$ cat src/logic/cabe_pkg.sv
// Shared constants and carriers for the ALU and branch execution core.
// Assumes a single 10 MHz clock and an outside register file and stack.
package cabe_pkg;

  // Status flag positions
  localparam int FL_C = 0;
  localparam int FL_Z = 1;
  localparam int FL_N = 2;
  localparam int FL_V = 3;
  localparam int FL_S = 4;
  localparam int FL_H = 5;
  localparam int FL_T = 6;
  localparam int FL_I = 7;

  // Values after reset
  localparam logic [7:0]  FLAGS_RST = 8'h00;
  localparam logic [15:0] PC_RST    = 16'h0000;

  // Cycle counts
  localparam logic [2:0] CYC_ONE   = 3'h1;
  localparam logic [2:0] CYC_TWO   = 3'h2;
  localparam logic [2:0] CYC_THREE = 3'h3;
  localparam logic [2:0] CYC_FOUR  = 3'h4;

  // Register port offsets
  localparam logic [1:0] REG_FLAGS  = 2'h0;
  localparam logic [1:0] REG_PC_LO  = 2'h1;
  localparam logic [1:0] REG_PC_HI  = 2'h2;
  localparam logic [1:0] REG_RESULT = 2'h3;

  typedef enum logic [5:0] {
    OP_ADD, OP_ADD_CARRY, OP_WORD_PLUS_IMMEDIATE, OP_SUBTRACT, OP_MINUS_IMMEDIATE,
    OP_MINUS_WITH_BORROW, OP_MINUS_IMMEDIATE_BORROW, OP_WORD_MINUS_IMMEDIATE,
    OP_AND, OP_MASK_WITH_IMMEDIATE, OP_OR, OP_MERGE_IMMEDIATE_BITS, OP_EXCLUSIVE_OR_REGISTERS,
    OP_INVERT_BITS, OP_ARITH_INVERT, OP_SET_MASK_BITS, OP_CLEAR_MASK_BITS, OP_INCREMENT,
    OP_DECREMENT, OP_ZERO_SIGN_CHECK, OP_CLEAR, OP_FILL_ONES,
    OP_RELATIVE_JUMP, OP_POINTER_JUMP, OP_RELATIVE_CALL, OP_POINTER_CALL,
    OP_SUBROUTINE_EXIT, OP_INTERRUPT_EXIT, OP_EQUAL_SKIP,
    OP_COMPARE_REGS, OP_COMPARE_REGS_CARRY, OP_COMPARE_IMMEDIATE,
    OP_SKIP_REG_BIT_CLEAR, OP_SKIP_REG_BIT_SET, OP_SKIP_IO_BIT_CLEAR, OP_SKIP_IO_BIT_SET,
    OP_BRANCH_FLAG_SET, OP_BRANCH_FLAG_CLEAR, OP_BRANCH_EQUAL, OP_BRANCH_NOT_EQUAL,
    OP_BRANCH_CARRY_SET, OP_BRANCH_CARRY_CLEAR, OP_BRANCH_SAME_HIGHER, OP_BRANCH_LOWER,
    OP_BRANCH_MINUS, OP_BRANCH_PLUS, OP_BRANCH_SIGNED_AT_LEAST, OP_BRANCH_SIGNED_LESS,
    OP_BRANCH_HALFCARRY_SET, OP_BRANCH_HALFCARRY_CLEAR, OP_BRANCH_TFLAG_SET,
    OP_BRANCH_TFLAG_CLEAR, OP_BRANCH_OVERFLOW_SET, OP_BRANCH_OVERFLOW_CLEAR,
    OP_BRANCH_IRQ_ON, OP_BRANCH_IRQ_OFF, OP_IO_BIT_SET, OP_IO_BIT_CLEAR,
    OP_SHIFT_LEFT_LOGICAL, OP_SHIFT_RIGHT_LOGICAL, OP_ROTATE_LEFT_CARRY
  } cabe_op_t;

  typedef enum logic [1:0] {
    ST_IDLE = 2'b01,
    ST_BUSY = 2'b10
  } cabe_state_t;

  typedef struct packed {
    cabe_op_t    op;
    logic [7:0]  a;
    logic [7:0]  b;
    logic [7:0]  imm;
    logic [2:0]  bsel;
    logic [11:0] offs;
    logic [15:0] word;
    logic [15:0] zptr;
    logic [15:0] stack;
    logic [7:0]  io;
    logic        long_next;
  } cabe_req_t;

  typedef struct packed {
    logic        wr_en;
    logic [7:0]  wr_data;
    logic        word_wr_en;
    logic [15:0] word_data;
    logic        io_wr_en;
    logic [7:0]  io_data;
    logic        push_en;
    logic [15:0] push_data;
    logic        pop_en;
  } cabe_res_t;

endpackage

$ cat src/logic/cabe_core.sv
// Execution core for arithmetic, logic, shift, skip, branch, call and return operations.
// Assumes the register file, I/O space and stack sit outside and answer through the request.
//
// The address-and-strobe port and the register addresses are this design's own decisions.
`timescale 1ns/10ps
`default_nettype none

module cabe_core (
  input  wire logic               clk,
  input  wire logic               sys_rst,
  input  wire logic               req_valid,
  input  wire cabe_pkg::cabe_req_t req,
  output logic                    req_ready,
  output logic                    done,
  output cabe_pkg::cabe_res_t     res,
  output logic [15:0]             pc,
  output logic [7:0]              flags,
  input  wire logic [1:0]         reg_addr,
  input  wire logic [7:0]         reg_wdata,
  input  wire logic               reg_wr,
  input  wire logic               reg_rd,
  output logic [7:0]              reg_rdata
);
  import cabe_pkg::*;

  cabe_state_t state_reg;
  logic [2:0]  cnt_reg;
  logic        done_reg;
  logic [7:0]  flags_reg;
  logic [7:0]  flags_next;
  logic [15:0] pc_reg;
  logic [15:0] pc_next;
  cabe_res_t   res_reg;
  cabe_res_t   res_next;
  logic [7:0]  result_reg;
  logic [7:0]  result_next;
  logic [7:0]  rdata_reg;
  logic [2:0]  cyc;
  logic        issue;

  logic [7:0]  a;
  logic [7:0]  opb;
  logic        cin;
  logic [7:0]  add_r;
  logic [7:0]  sub_r;
  logic        add_h;
  logic        add_v;
  logic        add_c;
  logic        sub_h;
  logic        sub_v;
  logic        sub_c;
  logic [15:0] wsum;
  logic [15:0] wdiff;
  logic [15:0] pc_inc;
  logic [15:0] pc_rel;
  logic [15:0] pc_skip;
  logic [2:0]  cyc_skip;
  logic        br_take;
  logic [7:0]  one_hot_bit;

  assign issue     = req_valid && req_ready;
  assign req_ready = (state_reg == ST_IDLE);
  assign done      = done_reg;
  assign res       = res_reg;
  assign pc        = pc_reg;
  assign flags     = flags_reg;
  assign reg_rdata = rdata_reg;

  ////////////////////////////////////////////////////////////////////////////
  // Operand selection and shared arithmetic
  always_comb begin
    a   = req.a;
    opb = req.b;
    cin = 1'b0;
    unique case (req.op)
      OP_MINUS_IMMEDIATE, OP_MASK_WITH_IMMEDIATE, OP_MERGE_IMMEDIATE_BITS, OP_COMPARE_IMMEDIATE,
      OP_SET_MASK_BITS:
        opb = req.imm;
      OP_MINUS_IMMEDIATE_BORROW: begin
        opb = req.imm;
        cin = flags_reg[FL_C];
      end
      OP_CLEAR_MASK_BITS:
        opb = 8'hff - req.imm;
      OP_ZERO_SIGN_CHECK, OP_CLEAR:
        opb = req.a;
      OP_ADD_CARRY, OP_MINUS_WITH_BORROW, OP_COMPARE_REGS_CARRY:
        cin = flags_reg[FL_C];
      default: ;
    endcase
  end

  assign add_r = a + opb + {7'h00, cin};
  assign sub_r = a - opb - {7'h00, cin};
  assign add_h = (a[3] & opb[3]) | (opb[3] & ~add_r[3]) | (~add_r[3] & a[3]);
  assign add_v = (a[7] & opb[7] & ~add_r[7]) | (~a[7] & ~opb[7] & add_r[7]);
  assign add_c = (a[7] & opb[7]) | (opb[7] & ~add_r[7]) | (~add_r[7] & a[7]);
  assign sub_h = (~a[3] & opb[3]) | (opb[3] & sub_r[3]) | (sub_r[3] & ~a[3]);
  assign sub_v = (a[7] & ~opb[7] & ~sub_r[7]) | (~a[7] & opb[7] & sub_r[7]);
  assign sub_c = (~a[7] & opb[7]) | (opb[7] & sub_r[7]) | (sub_r[7] & ~a[7]);

  assign wsum    = req.word + {10'h000, req.imm[5:0]};
  assign wdiff   = req.word - {10'h000, req.imm[5:0]};
  assign pc_inc  = pc_reg + 16'h0001;
  assign pc_rel  = pc_reg + {{4{req.offs[11]}}, req.offs} + 16'h0001;
  assign pc_skip = req.long_next ? pc_reg + 16'h0003 : pc_reg + 16'h0002;
  assign cyc_skip = req.long_next ? CYC_THREE : CYC_TWO;
  assign one_hot_bit = 8'h01 << req.bsel;

  ////////////////////////////////////////////////////////////////////////////
  // Branch condition
  always_comb begin
    unique case (req.op)
      OP_BRANCH_FLAG_SET:        br_take = flags_reg[req.bsel];
      OP_BRANCH_FLAG_CLEAR:      br_take = ~flags_reg[req.bsel];
      OP_BRANCH_EQUAL:           br_take = flags_reg[FL_Z];
      OP_BRANCH_NOT_EQUAL:       br_take = ~flags_reg[FL_Z];
      OP_BRANCH_CARRY_SET,
      OP_BRANCH_LOWER:           br_take = flags_reg[FL_C];
      OP_BRANCH_CARRY_CLEAR,
      OP_BRANCH_SAME_HIGHER:     br_take = ~flags_reg[FL_C];
      OP_BRANCH_MINUS:           br_take = flags_reg[FL_N];
      OP_BRANCH_PLUS:            br_take = ~flags_reg[FL_N];
      OP_BRANCH_SIGNED_AT_LEAST: br_take = ~(flags_reg[FL_N] ^ flags_reg[FL_V]);
      OP_BRANCH_SIGNED_LESS:     br_take = flags_reg[FL_N] ^ flags_reg[FL_V];
      OP_BRANCH_HALFCARRY_SET:   br_take = flags_reg[FL_H];
      OP_BRANCH_HALFCARRY_CLEAR: br_take = ~flags_reg[FL_H];
      OP_BRANCH_TFLAG_SET:       br_take = flags_reg[FL_T];
      OP_BRANCH_TFLAG_CLEAR:     br_take = ~flags_reg[FL_T];
      OP_BRANCH_OVERFLOW_SET:    br_take = flags_reg[FL_V];
      OP_BRANCH_OVERFLOW_CLEAR:  br_take = ~flags_reg[FL_V];
      OP_BRANCH_IRQ_ON:          br_take = flags_reg[FL_I];
      OP_BRANCH_IRQ_OFF:         br_take = ~flags_reg[FL_I];
      default:                   br_take = 1'b0;
    endcase
  end

  ////////////////////////////////////////////////////////////////////////////
  // Execution: result, flags, program counter and cycle count
  always_comb begin
    res_next    = '0;
    flags_next  = flags_reg;
    pc_next     = pc_inc;
    cyc         = CYC_ONE;
    result_next = result_reg;
    unique case (req.op)
      OP_ADD, OP_ADD_CARRY: begin
        result_next        = add_r;
        flags_next[FL_H]   = add_h;
        flags_next[FL_V]   = add_v;
        flags_next[FL_C]   = add_c;
        flags_next[FL_N]   = add_r[7];
        flags_next[FL_Z]   = (add_r == 8'h00);
        flags_next[FL_S]   = add_r[7] ^ add_v;
        res_next.wr_en     = 1'b1;
        res_next.wr_data   = add_r;
      end
      OP_SUBTRACT, OP_MINUS_IMMEDIATE, OP_MINUS_WITH_BORROW, OP_MINUS_IMMEDIATE_BORROW,
      OP_COMPARE_REGS, OP_COMPARE_REGS_CARRY, OP_COMPARE_IMMEDIATE: begin
        flags_next[FL_H]   = sub_h;
        flags_next[FL_V]   = sub_v;
        flags_next[FL_C]   = sub_c;
        flags_next[FL_N]   = sub_r[7];
        flags_next[FL_S]   = sub_r[7] ^ sub_v;
        // Borrow forms keep a multi-byte zero chain
        if (req.op inside {OP_MINUS_WITH_BORROW, OP_MINUS_IMMEDIATE_BORROW, OP_COMPARE_REGS_CARRY}) begin
          flags_next[FL_Z] = (sub_r == 8'h00) & flags_reg[FL_Z];
        end else begin
          flags_next[FL_Z] = (sub_r == 8'h00);
        end
        if (!(req.op inside {OP_COMPARE_REGS, OP_COMPARE_REGS_CARRY, OP_COMPARE_IMMEDIATE})) begin
          result_next      = sub_r;
          res_next.wr_en   = 1'b1;
          res_next.wr_data = sub_r;
        end
      end
      OP_WORD_PLUS_IMMEDIATE, OP_WORD_MINUS_IMMEDIATE: begin
        cyc = CYC_TWO;
        if (req.op == OP_WORD_PLUS_IMMEDIATE) begin
          res_next.word_data = wsum;
          flags_next[FL_V]   = ~req.word[15] & wsum[15];
          flags_next[FL_C]   = req.word[15] & ~wsum[15];
        end else begin
          res_next.word_data = wdiff;
          flags_next[FL_V]   = req.word[15] & ~wdiff[15];
          flags_next[FL_C]   = ~req.word[15] & wdiff[15];
        end
        res_next.word_wr_en = 1'b1;
        flags_next[FL_N]    = res_next.word_data[15];
        flags_next[FL_Z]    = (res_next.word_data == 16'h0000);
        flags_next[FL_S]    = flags_next[FL_N] ^ flags_next[FL_V];
        result_next         = res_next.word_data[7:0];
      end
      OP_AND, OP_MASK_WITH_IMMEDIATE, OP_ZERO_SIGN_CHECK, OP_CLEAR_MASK_BITS, OP_OR,
      OP_MERGE_IMMEDIATE_BITS, OP_SET_MASK_BITS, OP_EXCLUSIVE_OR_REGISTERS, OP_CLEAR: begin
        if (req.op inside {OP_OR, OP_MERGE_IMMEDIATE_BITS, OP_SET_MASK_BITS}) begin
          result_next = a | opb;
        end else if (req.op inside {OP_EXCLUSIVE_OR_REGISTERS, OP_CLEAR}) begin
          result_next = a ^ opb;
        end else begin
          result_next = a & opb;
        end
        flags_next[FL_V] = 1'b0;
        flags_next[FL_N] = result_next[7];
        flags_next[FL_Z] = (result_next == 8'h00);
        res_next.wr_en   = 1'b1;
        res_next.wr_data = result_next;
      end
      OP_INVERT_BITS, OP_ARITH_INVERT, OP_INCREMENT, OP_DECREMENT: begin
        unique case (req.op)
          OP_INVERT_BITS: begin
            result_next      = 8'hff - a;
            flags_next[FL_C] = 1'b1;
            flags_next[FL_V] = 1'b0;
          end
          OP_ARITH_INVERT: begin
            result_next      = 8'h00 - a;
            flags_next[FL_C] = (result_next != 8'h00);
            flags_next[FL_V] = (result_next == 8'h80);
            flags_next[FL_H] = result_next[3] | a[3];
          end
          OP_INCREMENT: begin
            result_next      = a + 8'h01;
            flags_next[FL_V] = (result_next == 8'h80);
          end
          default: begin
            result_next      = a - 8'h01;
            flags_next[FL_V] = (result_next == 8'h7f);
          end
        endcase
        flags_next[FL_N] = result_next[7];
        flags_next[FL_Z] = (result_next == 8'h00);
        if (!(req.op inside {OP_INCREMENT, OP_DECREMENT})) begin
          flags_next[FL_S] = result_next[7] ^ flags_next[FL_V];
        end
        res_next.wr_en   = 1'b1;
        res_next.wr_data = result_next;
      end
      OP_FILL_ONES: begin
        result_next      = 8'hff;
        res_next.wr_en   = 1'b1;
        res_next.wr_data = 8'hff;
      end
      OP_SHIFT_LEFT_LOGICAL, OP_SHIFT_RIGHT_LOGICAL, OP_ROTATE_LEFT_CARRY: begin
        if (req.op == OP_SHIFT_RIGHT_LOGICAL) begin
          result_next      = {1'b0, a[7:1]};
          flags_next[FL_C] = a[0];
        end else begin
          result_next      = {a[6:0], (req.op == OP_ROTATE_LEFT_CARRY) & flags_reg[FL_C]};
          flags_next[FL_C] = a[7];
        end
        flags_next[FL_N] = result_next[7];
        flags_next[FL_Z] = (result_next == 8'h00);
        flags_next[FL_V] = result_next[7] ^ flags_next[FL_C];
        flags_next[FL_S] = flags_next[FL_C];
        res_next.wr_en   = 1'b1;
        res_next.wr_data = result_next;
      end
      OP_RELATIVE_JUMP: begin
        pc_next = pc_rel;
        cyc     = CYC_TWO;
      end
      OP_POINTER_JUMP: begin
        pc_next = req.zptr;
        cyc     = CYC_TWO;
      end
      OP_RELATIVE_CALL, OP_POINTER_CALL: begin
        pc_next            = (req.op == OP_POINTER_CALL) ? req.zptr : pc_rel;
        cyc                = CYC_THREE;
        res_next.push_en   = 1'b1;
        res_next.push_data = pc_inc;
      end
      OP_SUBROUTINE_EXIT, OP_INTERRUPT_EXIT: begin
        pc_next         = req.stack;
        cyc             = CYC_FOUR;
        res_next.pop_en = 1'b1;
        if (req.op == OP_INTERRUPT_EXIT) begin
          flags_next[FL_I] = 1'b1;
        end
      end
      OP_EQUAL_SKIP, OP_SKIP_REG_BIT_CLEAR, OP_SKIP_REG_BIT_SET, OP_SKIP_IO_BIT_CLEAR,
      OP_SKIP_IO_BIT_SET: begin
        if ((req.op == OP_EQUAL_SKIP && req.a == req.b) ||
            (req.op == OP_SKIP_REG_BIT_CLEAR && !req.b[req.bsel]) ||
            (req.op == OP_SKIP_REG_BIT_SET && req.b[req.bsel]) ||
            (req.op == OP_SKIP_IO_BIT_CLEAR && !req.io[req.bsel]) ||
            (req.op == OP_SKIP_IO_BIT_SET && req.io[req.bsel])) begin
          pc_next = pc_skip;
          cyc     = cyc_skip;
        end
      end
      OP_IO_BIT_SET, OP_IO_BIT_CLEAR: begin
        cyc               = CYC_TWO;
        res_next.io_wr_en = 1'b1;
        res_next.io_data  = (req.op == OP_IO_BIT_SET) ? (req.io | one_hot_bit) : (req.io & ~one_hot_bit);
      end
      OP_BRANCH_FLAG_SET, OP_BRANCH_FLAG_CLEAR, OP_BRANCH_EQUAL, OP_BRANCH_NOT_EQUAL,
      OP_BRANCH_CARRY_SET, OP_BRANCH_CARRY_CLEAR, OP_BRANCH_SAME_HIGHER, OP_BRANCH_LOWER,
      OP_BRANCH_MINUS, OP_BRANCH_PLUS, OP_BRANCH_SIGNED_AT_LEAST, OP_BRANCH_SIGNED_LESS,
      OP_BRANCH_HALFCARRY_SET, OP_BRANCH_HALFCARRY_CLEAR, OP_BRANCH_TFLAG_SET,
      OP_BRANCH_TFLAG_CLEAR, OP_BRANCH_OVERFLOW_SET, OP_BRANCH_OVERFLOW_CLEAR,
      OP_BRANCH_IRQ_ON, OP_BRANCH_IRQ_OFF: begin
        if (br_take) begin
          pc_next = pc_rel;
          cyc     = CYC_TWO;
        end
      end
      default: ;
    endcase
  end

  ////////////////////////////////////////////////////////////////////////////
  // Occupancy: ready drops for the extra cycles, done marks the end
  always_ff @(posedge clk) begin
    if (sys_rst) begin
      state_reg <= ST_IDLE;
      cnt_reg   <= 3'h0;
      done_reg  <= 1'b0;
    end else begin
      done_reg <= 1'b0;
      unique case (state_reg)
        ST_IDLE: begin
          if (issue) begin
            if (cyc == CYC_ONE) begin
              done_reg <= 1'b1;
            end else begin
              state_reg <= ST_BUSY;
              cnt_reg   <= cyc - CYC_ONE;
            end
          end
        end
        ST_BUSY: begin
          cnt_reg <= cnt_reg - 3'h1;
          if (cnt_reg == 3'h1) begin
            state_reg <= ST_IDLE;
            done_reg  <= 1'b1;
          end
        end
        default: state_reg <= ST_IDLE;
      endcase
    end
  end

  // Instruction flag updates win over a software write in the same cycle
  always_ff @(posedge clk) begin
    if (sys_rst) begin
      flags_reg <= FLAGS_RST;
    end else if (issue) begin
      flags_reg <= flags_next;
    end else if (reg_wr && reg_addr == REG_FLAGS) begin
      flags_reg <= reg_wdata;
    end
  end

  always_ff @(posedge clk) begin
    if (sys_rst) begin
      pc_reg <= PC_RST;
    end else if (issue) begin
      pc_reg <= pc_next;
    end
  end

  // Result strobes last one cycle
  always_ff @(posedge clk) begin
    if (sys_rst) begin
      res_reg    <= '0;
      result_reg <= 8'h00;
    end else begin
      res_reg <= issue ? res_next : '0;
      if (issue) begin
        result_reg <= result_next;
      end
    end
  end

  ////////////////////////////////////////////////////////////////////////////
  // Register port read path
  always_ff @(posedge clk) begin
    if (sys_rst) begin
      rdata_reg <= 8'h00;
    end else if (reg_rd) begin
      unique case (reg_addr)
        REG_FLAGS:  rdata_reg <= flags_reg;
        REG_PC_LO:  rdata_reg <= pc_reg[7:0];
        REG_PC_HI:  rdata_reg <= pc_reg[15:8];
        REG_RESULT: rdata_reg <= result_reg;
        default:    rdata_reg <= 8'h00;
      endcase
    end else begin
      rdata_reg <= 8'h00;
    end
  end

endmodule

`default_nettype wire

$ cat config.mk
export PLATFORM = sky130hd
export DESIGN_NAME = cabe_core
export DESIGN_NICKNAME = d
export VERILOG_FILES = /design/src/logic/cabe_pkg.sv /design/src/logic/cabe_core.sv
export SDC_FILE = /design/constraint.sdc
export NUM_CORES = 1
export LEC_CHECK = 0
export BUFFER_PORTS_ARGS = -buffer_cell sky130_fd_sc_hd__buf_2
export CELL_PAD_IN_SITES_DETAIL_PLACEMENT = 1
export CELL_PAD_IN_SITES_GLOBAL_PLACEMENT = 2
export CORE_ASPECT_RATIO = 0.8
export CORE_MARGIN = 1.5
export CORE_UTILIZATION = 35
export DETAILED_ROUTE_END_ITERATION = 7
export PLACE_DENSITY_LB_ADDON = 0.1
export SYNTH_ARGS = -nofsm -noshare
export SYNTH_HDL_FRONTEND = slang
export SYNTH_SLANG_ARGS = --single-unit
$ cat constraint.sdc
create_clock -name clk -period 10.38 [get_ports clk]
set_input_delay 2.076 -clock clk [delete_from_list [all_inputs] [get_ports clk]]
set_output_delay 2.076 -clock clk [all_outputs]
set_load 0.01 [all_outputs]
Word level (Yosys, flattened, before mapping):

Index checks and enable logic that the tools add are counted.

* register bits after elaboration: 99
* bits in latches: 0
* memory bits (writable): 0
* ROM bits: 0
* output and inout bits: 87
* logic and storage cells: 322
* memories kept: 0

* add/sub/neg operators: 18
* $mul: 0
* divide/modulo/power cells: 0
* order comparisons: 1
* eq/ne operators: 83
* shift-type cells: 1
* mux-type cells: 67
* bitwise operators: 70
* reduce and logical (&&, ||, !) cells: 61

Operators by type and width (count)
* equality test 6 bit, second input constant: 29
* equality test 6 x 5 -> 1 bit, second input constant: 16
* two-way mux 16 bit: 6
* case mux 16 bit (6 select lines): 1
* two-way mux 8 bit: 10
* case mux 8 bit (7 select lines): 1
* case mux 9 bit (6 select lines): 1
* equality test 6 x 4 -> 1 bit, second input constant: 8
* case mux 8 bit (3 select lines): 2
* logical NOT 8 bit: 5
* two-way mux 17 bit: 2
* adder 16 x 1 -> 16 bit, second input constant: 2
* adder 16 x 2 -> 16 bit, second input constant: 2
* case mux 8 bit (4 select lines): 1
* bitwise AND 1 bit: 24
* equality test 6 x 3 -> 1 bit, second input constant: 4
* inverter 1 bit: 23
* AND reduction 3 bit: 7
* two-way mux 1 bit: 20
* OR reduction 2 bit: 10
* OR reduction 20 bit: 1
* two-way mux 9 bit: 2
* case mux 1 bit (18 select lines): 1
* case mux 3 bit (6 select lines): 1
* other kinds (61): 122

Longest topological paths before layout:

* word-level depth: 14
* gate-level depth with buffers: 25

Worst setup path after synthesis:

No wires, ideal clock.

* path kind: input port to flip-flop
* start: input req[96] (netlist name)
* end: register flags_reg[1] (netlist: flags[1])
* arrival: 6.421 ns
* path slack: 3.899 ns
* stages: 25
* buffers on the path: 5
* cell sequence: buf_2 > buf_2 > or3b_2 > a211o_1 > clkbuf_1 > nand2_1 > a211oi_1 > a211o_1 > ha_1 > clkbuf_1 > nor2_1 > o21ai_0 > a31oi_1 > nor2_1 > o21bai_1 > a21oi_1 > fa_1 > clkbuf_1 > nand2_1 > nor3_1 > nand4_1 > or4_1 > nand3_1 > o31ai_1 > nand2_1

* longest elaborated chain between the ends: 10

RTL lines
* start, declared: RTL line cabe_core.sv:12 `input wire cabe_pkg::cabe_req_t req,`
* equality test 6 x 3 -> 1 bit, or another cell as far along: RTL line cabe_core.sv:75, cabe_core.sv:146, cabe_core.sv:166
* OR reduction 6 bit (no line) or OR reduction 2 bit (tied branches)
* case mux 8 bit (3 select lines): RTL line cabe_core.sv:75 `unique case (req.op)`
* subtractor 8 bit, or another cell as far along: RTL line cabe_core.sv:94 `assign sub_r = a - opb - {7'h00, cin};`
* subtractor 8 x 1 -> 8 bit or two-way mux 8 bit (tied branches): RTL line cabe_core.sv:94, cabe_core.sv:198
* logical NOT 8 bit or two-way mux 8 bit (tied branches): RTL line cabe_core.sv:167, cabe_core.sv:169, cabe_core.sv:196
* bitwise AND 1 bit or two-way mux 8 bit (tied branches): RTL line cabe_core.sv:167, cabe_core.sv:146
* two-way mux 1 bit or logical NOT 8 bit (tied branches): RTL line cabe_core.sv:166, cabe_core.sv:205
* case mux 3 bit (6 select lines): RTL line cabe_core.sv:146 `unique case (req.op)`
* two-way mux 8 bit: RTL line cabe_core.sv:348 `end else if (issue) begin`
* end signal, assigned: RTL line cabe_core.sv:349 `flags_reg <= flags_next;`
* end signal, assigned: RTL line cabe_core.sv:351 `flags_reg <= reg_wdata;`
* end, declared: RTL line cabe_core.sv:29 `logic [7:0] flags_reg;`

Parallel ways exist; a longest one is shown, timed or not. The select of a mux whose other input is x is not followed.
A chain may end at the register's enable or synchronous reset.

Final worst setup path:

* start: input req[100] (netlist name)
* end: register flags_reg[0] (netlist: flags[0])

* longest elaborated chain between the ends: 11

RTL lines
* equality test 6 x 3 -> 1 bit, or another cell as far along: RTL line cabe_core.sv:75, cabe_core.sv:146
* OR reduction 6 bit (no line) or OR reduction 2 bit (tied branches)
* case mux 8 bit (3 select lines): RTL line cabe_core.sv:75
* adder 8 bit: RTL line cabe_core.sv:93 `assign add_r = a + opb + {7'h00, cin};`
* adder 8 x 1 -> 8 bit: RTL line cabe_core.sv:93
* inverter 1 bit: RTL line cabe_core.sv:97 `assign add_c = (a[7] & opb[7]) | (opb[7] & ~add_r[7]) | (~add_r[7] & a[7]);`
* bitwise AND 1 bit: RTL line cabe_core.sv:97
* bitwise OR 1 bit (2 in series): RTL line cabe_core.sv:97
* case mux 1 bit (5 select lines): RTL line cabe_core.sv:146
* two-way mux 8 bit: RTL line cabe_core.sv:348

Parallel ways exist; a longest one is shown, timed or not. The select of a mux whose other input is x is not followed.

==> results.toml <==
[detailed_routing]
avgRoutedWirePerCell_um = 24.6
remaining_drc_errors = 0
ant_nets = 0
firstDrtPassIters = 5
postRouteWirelength_um = 48200
drt-vias-per-instance = 6.00
dr.first_iter.drc_count = 956
via_count = 11727

[logic_synthesis]
post_synth_inst_count = 1400
synth_top_family_by_area = "compound AO/OA/AOI/OAI gates"
cell_with_the_most_instances_after_synthesis = "sky130_fd_sc_hd__nor2_1"
most_frequently_used_flop_master_after_synthesis = "sky130_fd_sc_hd__dfxtp_1"
synth.area.top_cells = "sky130_fd_sc_hd__dfxtp_1, sky130_fd_sc_hd__ha_1, sky130_fd_sc_hd__nor2_1"
synth_area_leader_cell = "sky130_fd_sc_hd__dfxtp_1"
synth.top_cells.by_count = "sky130_fd_sc_hd__nor2_1, sky130_fd_sc_hd__dfxtp_1, sky130_fd_sc_hd__nand2_1"
yosys_warnings = 0
synth-adder-area-share_pct = 10.6
synth-async-reset-ratio_pct = 0
multiplexer_share_of_the_synthesized_area_pct = 6.09
parity_gate_share_of_the_synthesized_area_counting_xor_and_xnor_cells_pct = 7.11
syn_area_um2 = 10700
synth_compound_gate_area_share_pct = 25.6
synth-simple-area-share_pct = 25.5
synth_fp_nets = 1602
synth.avg_cell_area_um2 = 7.66
ys_seq_area_share_pct = 18.5
ys_seq_elements = 99
netlist.area_leader.share_pct = 18.5
ys_types = 92
number_of_synthesized_flops_with_an_enable_pin = 0

[grt]
grt_max_degree = 43
grtUsageTotal_pct = 30.1
use_met3_pct = 7.22
global_route.usage.met1_pct = 46.6
met2_track_demand_over_resource_in_global_routing_pct = 41.8
global_route.overflow_total = 0
wire_length_of_the_first_global_routing_pass_um = 72100
antenna_found_initial = 3
routing_layer_with_the_top_usage_in_global_route = "met1"
first_global_vias = 11306

[critical_path]
worst-r2r-setup-slack_ns = 6.28
timing.setup.critical_path_class = "in -> reg"
critical_path.max_fanout = 41
start_kind = "input pin"
critical_path.max_stage_delay_ns = 0.71
timing.critical_path.required_ns = 10.69
timing.reg2reg.worst_path_depth = 12
setup.worst_path.end_class = "register"
critical-path-top-delay-family = "compound AO/OA/AOI/OAI gates"
r2r_end = "cnt_reg[2]$_SDFFE_PP0P_"
timing.critical_path.slowest_stage_cell = "sky130_fd_sc_hd__a2111oi_0"
worst_r2r_startpoint = "flags[1]$_SDFFE_PP0P_"
crit_chain = "buf_2 > or4b_4 > nor2_1 > a211oi_1 > a211o_1 > ha_1 > inv_1 > ha_1 > and3_1 > a2111oi_0 > nand2_1 > nor2_1 > o21ai_0 > a221oi_1 > o221a_2"
worst_ep_arrival_time_ns = 7.25
path_buf_inv = 2

[sta]
crit_path_time_final_ns = 6.94
finalMaxSlewViolations = 0
fin_worst_skew_ns = 0.0119
finalHoldViolations = 0
rsz_0062_raised_after_global_routing = "false"
post_route_hold_slack_ns = 0.474
timing.fmax_ghz = 0.144
final.period_utilization_pct = 66.9
setup_viol = 0
actual_slew_at_the_worst_max_slew_pin_ns = 1.10
finalSetupTns_ns = 0
slew_headroom_pct = 26.2

[floorplanning]
boundaryPins = 204
core_area_um2 = 30200
die_w_um = 199
start_util_pct = 35.4
die_area_um2 = 31700
num_rows = 57
floorplan.die.height_um = 160

[job]
cap_violations = 0

[layout]
final_layout_size_suffix_gt1_share_pct = 18.1
area_growth_syn_to_layout_pct = 14.3
flip_flop_count_of_the_largest_register_after_layout = 53
final_nets = 1737

[min_path]
min_delay_path_depth = 2
min_path_type = "reg -> reg"
min_from = "result_reg[6]$_SDFFE_PP0P_"
whs_endpoint = "result_reg[6]$_SDFFE_PP0P_"

[clocking]
cts_hold_repair.buffers = 0
cts_clk_pin_slew_worst_paths_ns = 0.07
max-clock-path-buffers = 2
buffer_type_at_the_clock_tree_root = "sky130_fd_sc_hd__clkbuf_16"
clock_insertion_delay_worst_skew_ns = 0.36
cts_post_setup_buffers_inserted = 0
tritoncts.num_buffers = 9
cts_tree = "yes"
clkSinkCount = 99
clock_tree.htree_level_count = 3
cts-resized-gates = 0

[placed_design]
place.port_buffers = 203
final_wtd_congestion = 0.954
detailedPlacementHpwl_um = 38100

[power_and_ir_drop]
max-vdd-ir-drop_v = 0.0000785
power_density_nw_per_um2 = 120
p_leak_uw = 0.00521

[status]
run_status = "finished, final reports clean"
cells by family (layout without fill, tap and decap cells):
group / Yosys count / after routing
AO/OA/AOI/OAI: 386 / 386
adder cells (fa/ha/maj): 85 / 85
multiplexers: 50 / 50
XOR/XNOR: 87 / 87
buffers and inverters: 165 / 304
flip-flops: 99 / 99
other: 0 / 2
AND/OR/NAND/NOR: 528 / 528
per-layer routing:
layer	wire, µm	share of wire, %
met4	476	0.99
met3	4350	9.0
met2	19500	41
met1	23800	49
met5	12	0.025
power breakdown:
part	switching, µW	internal, µW
registers	58.3	403
logic	392	235
clock network	158	218
total	609	856
worst register-to-register path: cells and delay by family (launching register included):
family,cells,cell delay [ns]
AO/OA/AOI/OAI,6,1.54
multiplexers,3,0.97
flip-flops,1,0.68
AND/OR/NAND/NOR,1,0.37
buffers and inverters,1,0.26
adder cells (fa/ha/maj),1,0.17
worst max-delay path by stage:
| stage | startpoint | endpoint | cells past startpoint |
|---|---|---|---|
| 6_report | req[100] | flags[0]$_SDFFE_PP0P_ | 15 |
| 5_1_grt | req[98] | flags[0]$_SDFFE_PP0P_ | 16 |
| 4_1_cts | req[100] | flags[0]$_SDFFE_PP0P_ | 15 |
| 3_5_place_dp | req[100] | flags[0]$_SDFFE_PP0P_ | 15 |
| 3_3_place_gp | req[100] | flags[0]$_SDFFE_PP0P_ | 15 |
| 2_1_floorplan | req[96] | flags[1]$_SDFFE_PP0P_ | 25 |
cells in the final DEF, fill, tap and decap left out, types with 23 or more instances in the layout:
| master | n |
|---|---|
| sky130_fd_sc_hd__buf_2 | 203 |
| sky130_fd_sc_hd__nor2_1 | 132 |
| sky130_fd_sc_hd__dfxtp_1 | 99 |
| sky130_fd_sc_hd__nand2_1 | 98 |
| sky130_fd_sc_hd__ha_1 | 76 |
| sky130_fd_sc_hd__a21oi_1 | 75 |
| sky130_fd_sc_hd__inv_1 | 71 |
| sky130_fd_sc_hd__o21ai_0 | 61 |
| sky130_fd_sc_hd__nor3_1 | 52 |
| sky130_fd_sc_hd__xnor2_1 | 51 |
| sky130_fd_sc_hd__nand3_1 | 46 |
| sky130_fd_sc_hd__a211oi_1 | 39 |
| sky130_fd_sc_hd__mux2i_1 | 36 |
| sky130_fd_sc_hd__xor2_1 | 36 |
| sky130_fd_sc_hd__and2_1 | 23 |
metrics by stage:
step	cells	power, µW	area, µm²	utilization, %	setup WS (ns)
2_1_floorplan	1400	855	10700	-	3.90
3_3_place_gp	1937	1080	11900	39.4	3.27
3_5_place_dp	1937	1080	11900	39.4	3.15
4_1_cts	1952	1460	12200	40.5	3.51
5_1_grt	1953	1550	12200	40.5	3.08
6_report	1954	1460	12200	40.5	3.44
final cells by class:
class | instances | area (µm²)
Timing Repair Buffer | 215 | 1110
Clock inverter | 5 | 85.1
Clock buffer | 10 | 239
Multi-Input combinational cell | 1136 | 8040
Fill cell | 3798 | 18000
Antenna cell | 2 | 5.00
Inverter | 74 | 278
Sequential cell | 99 | 1980
Tap cell | 413 | 517
Note: power is estimated with default switching activity, not from simulation.
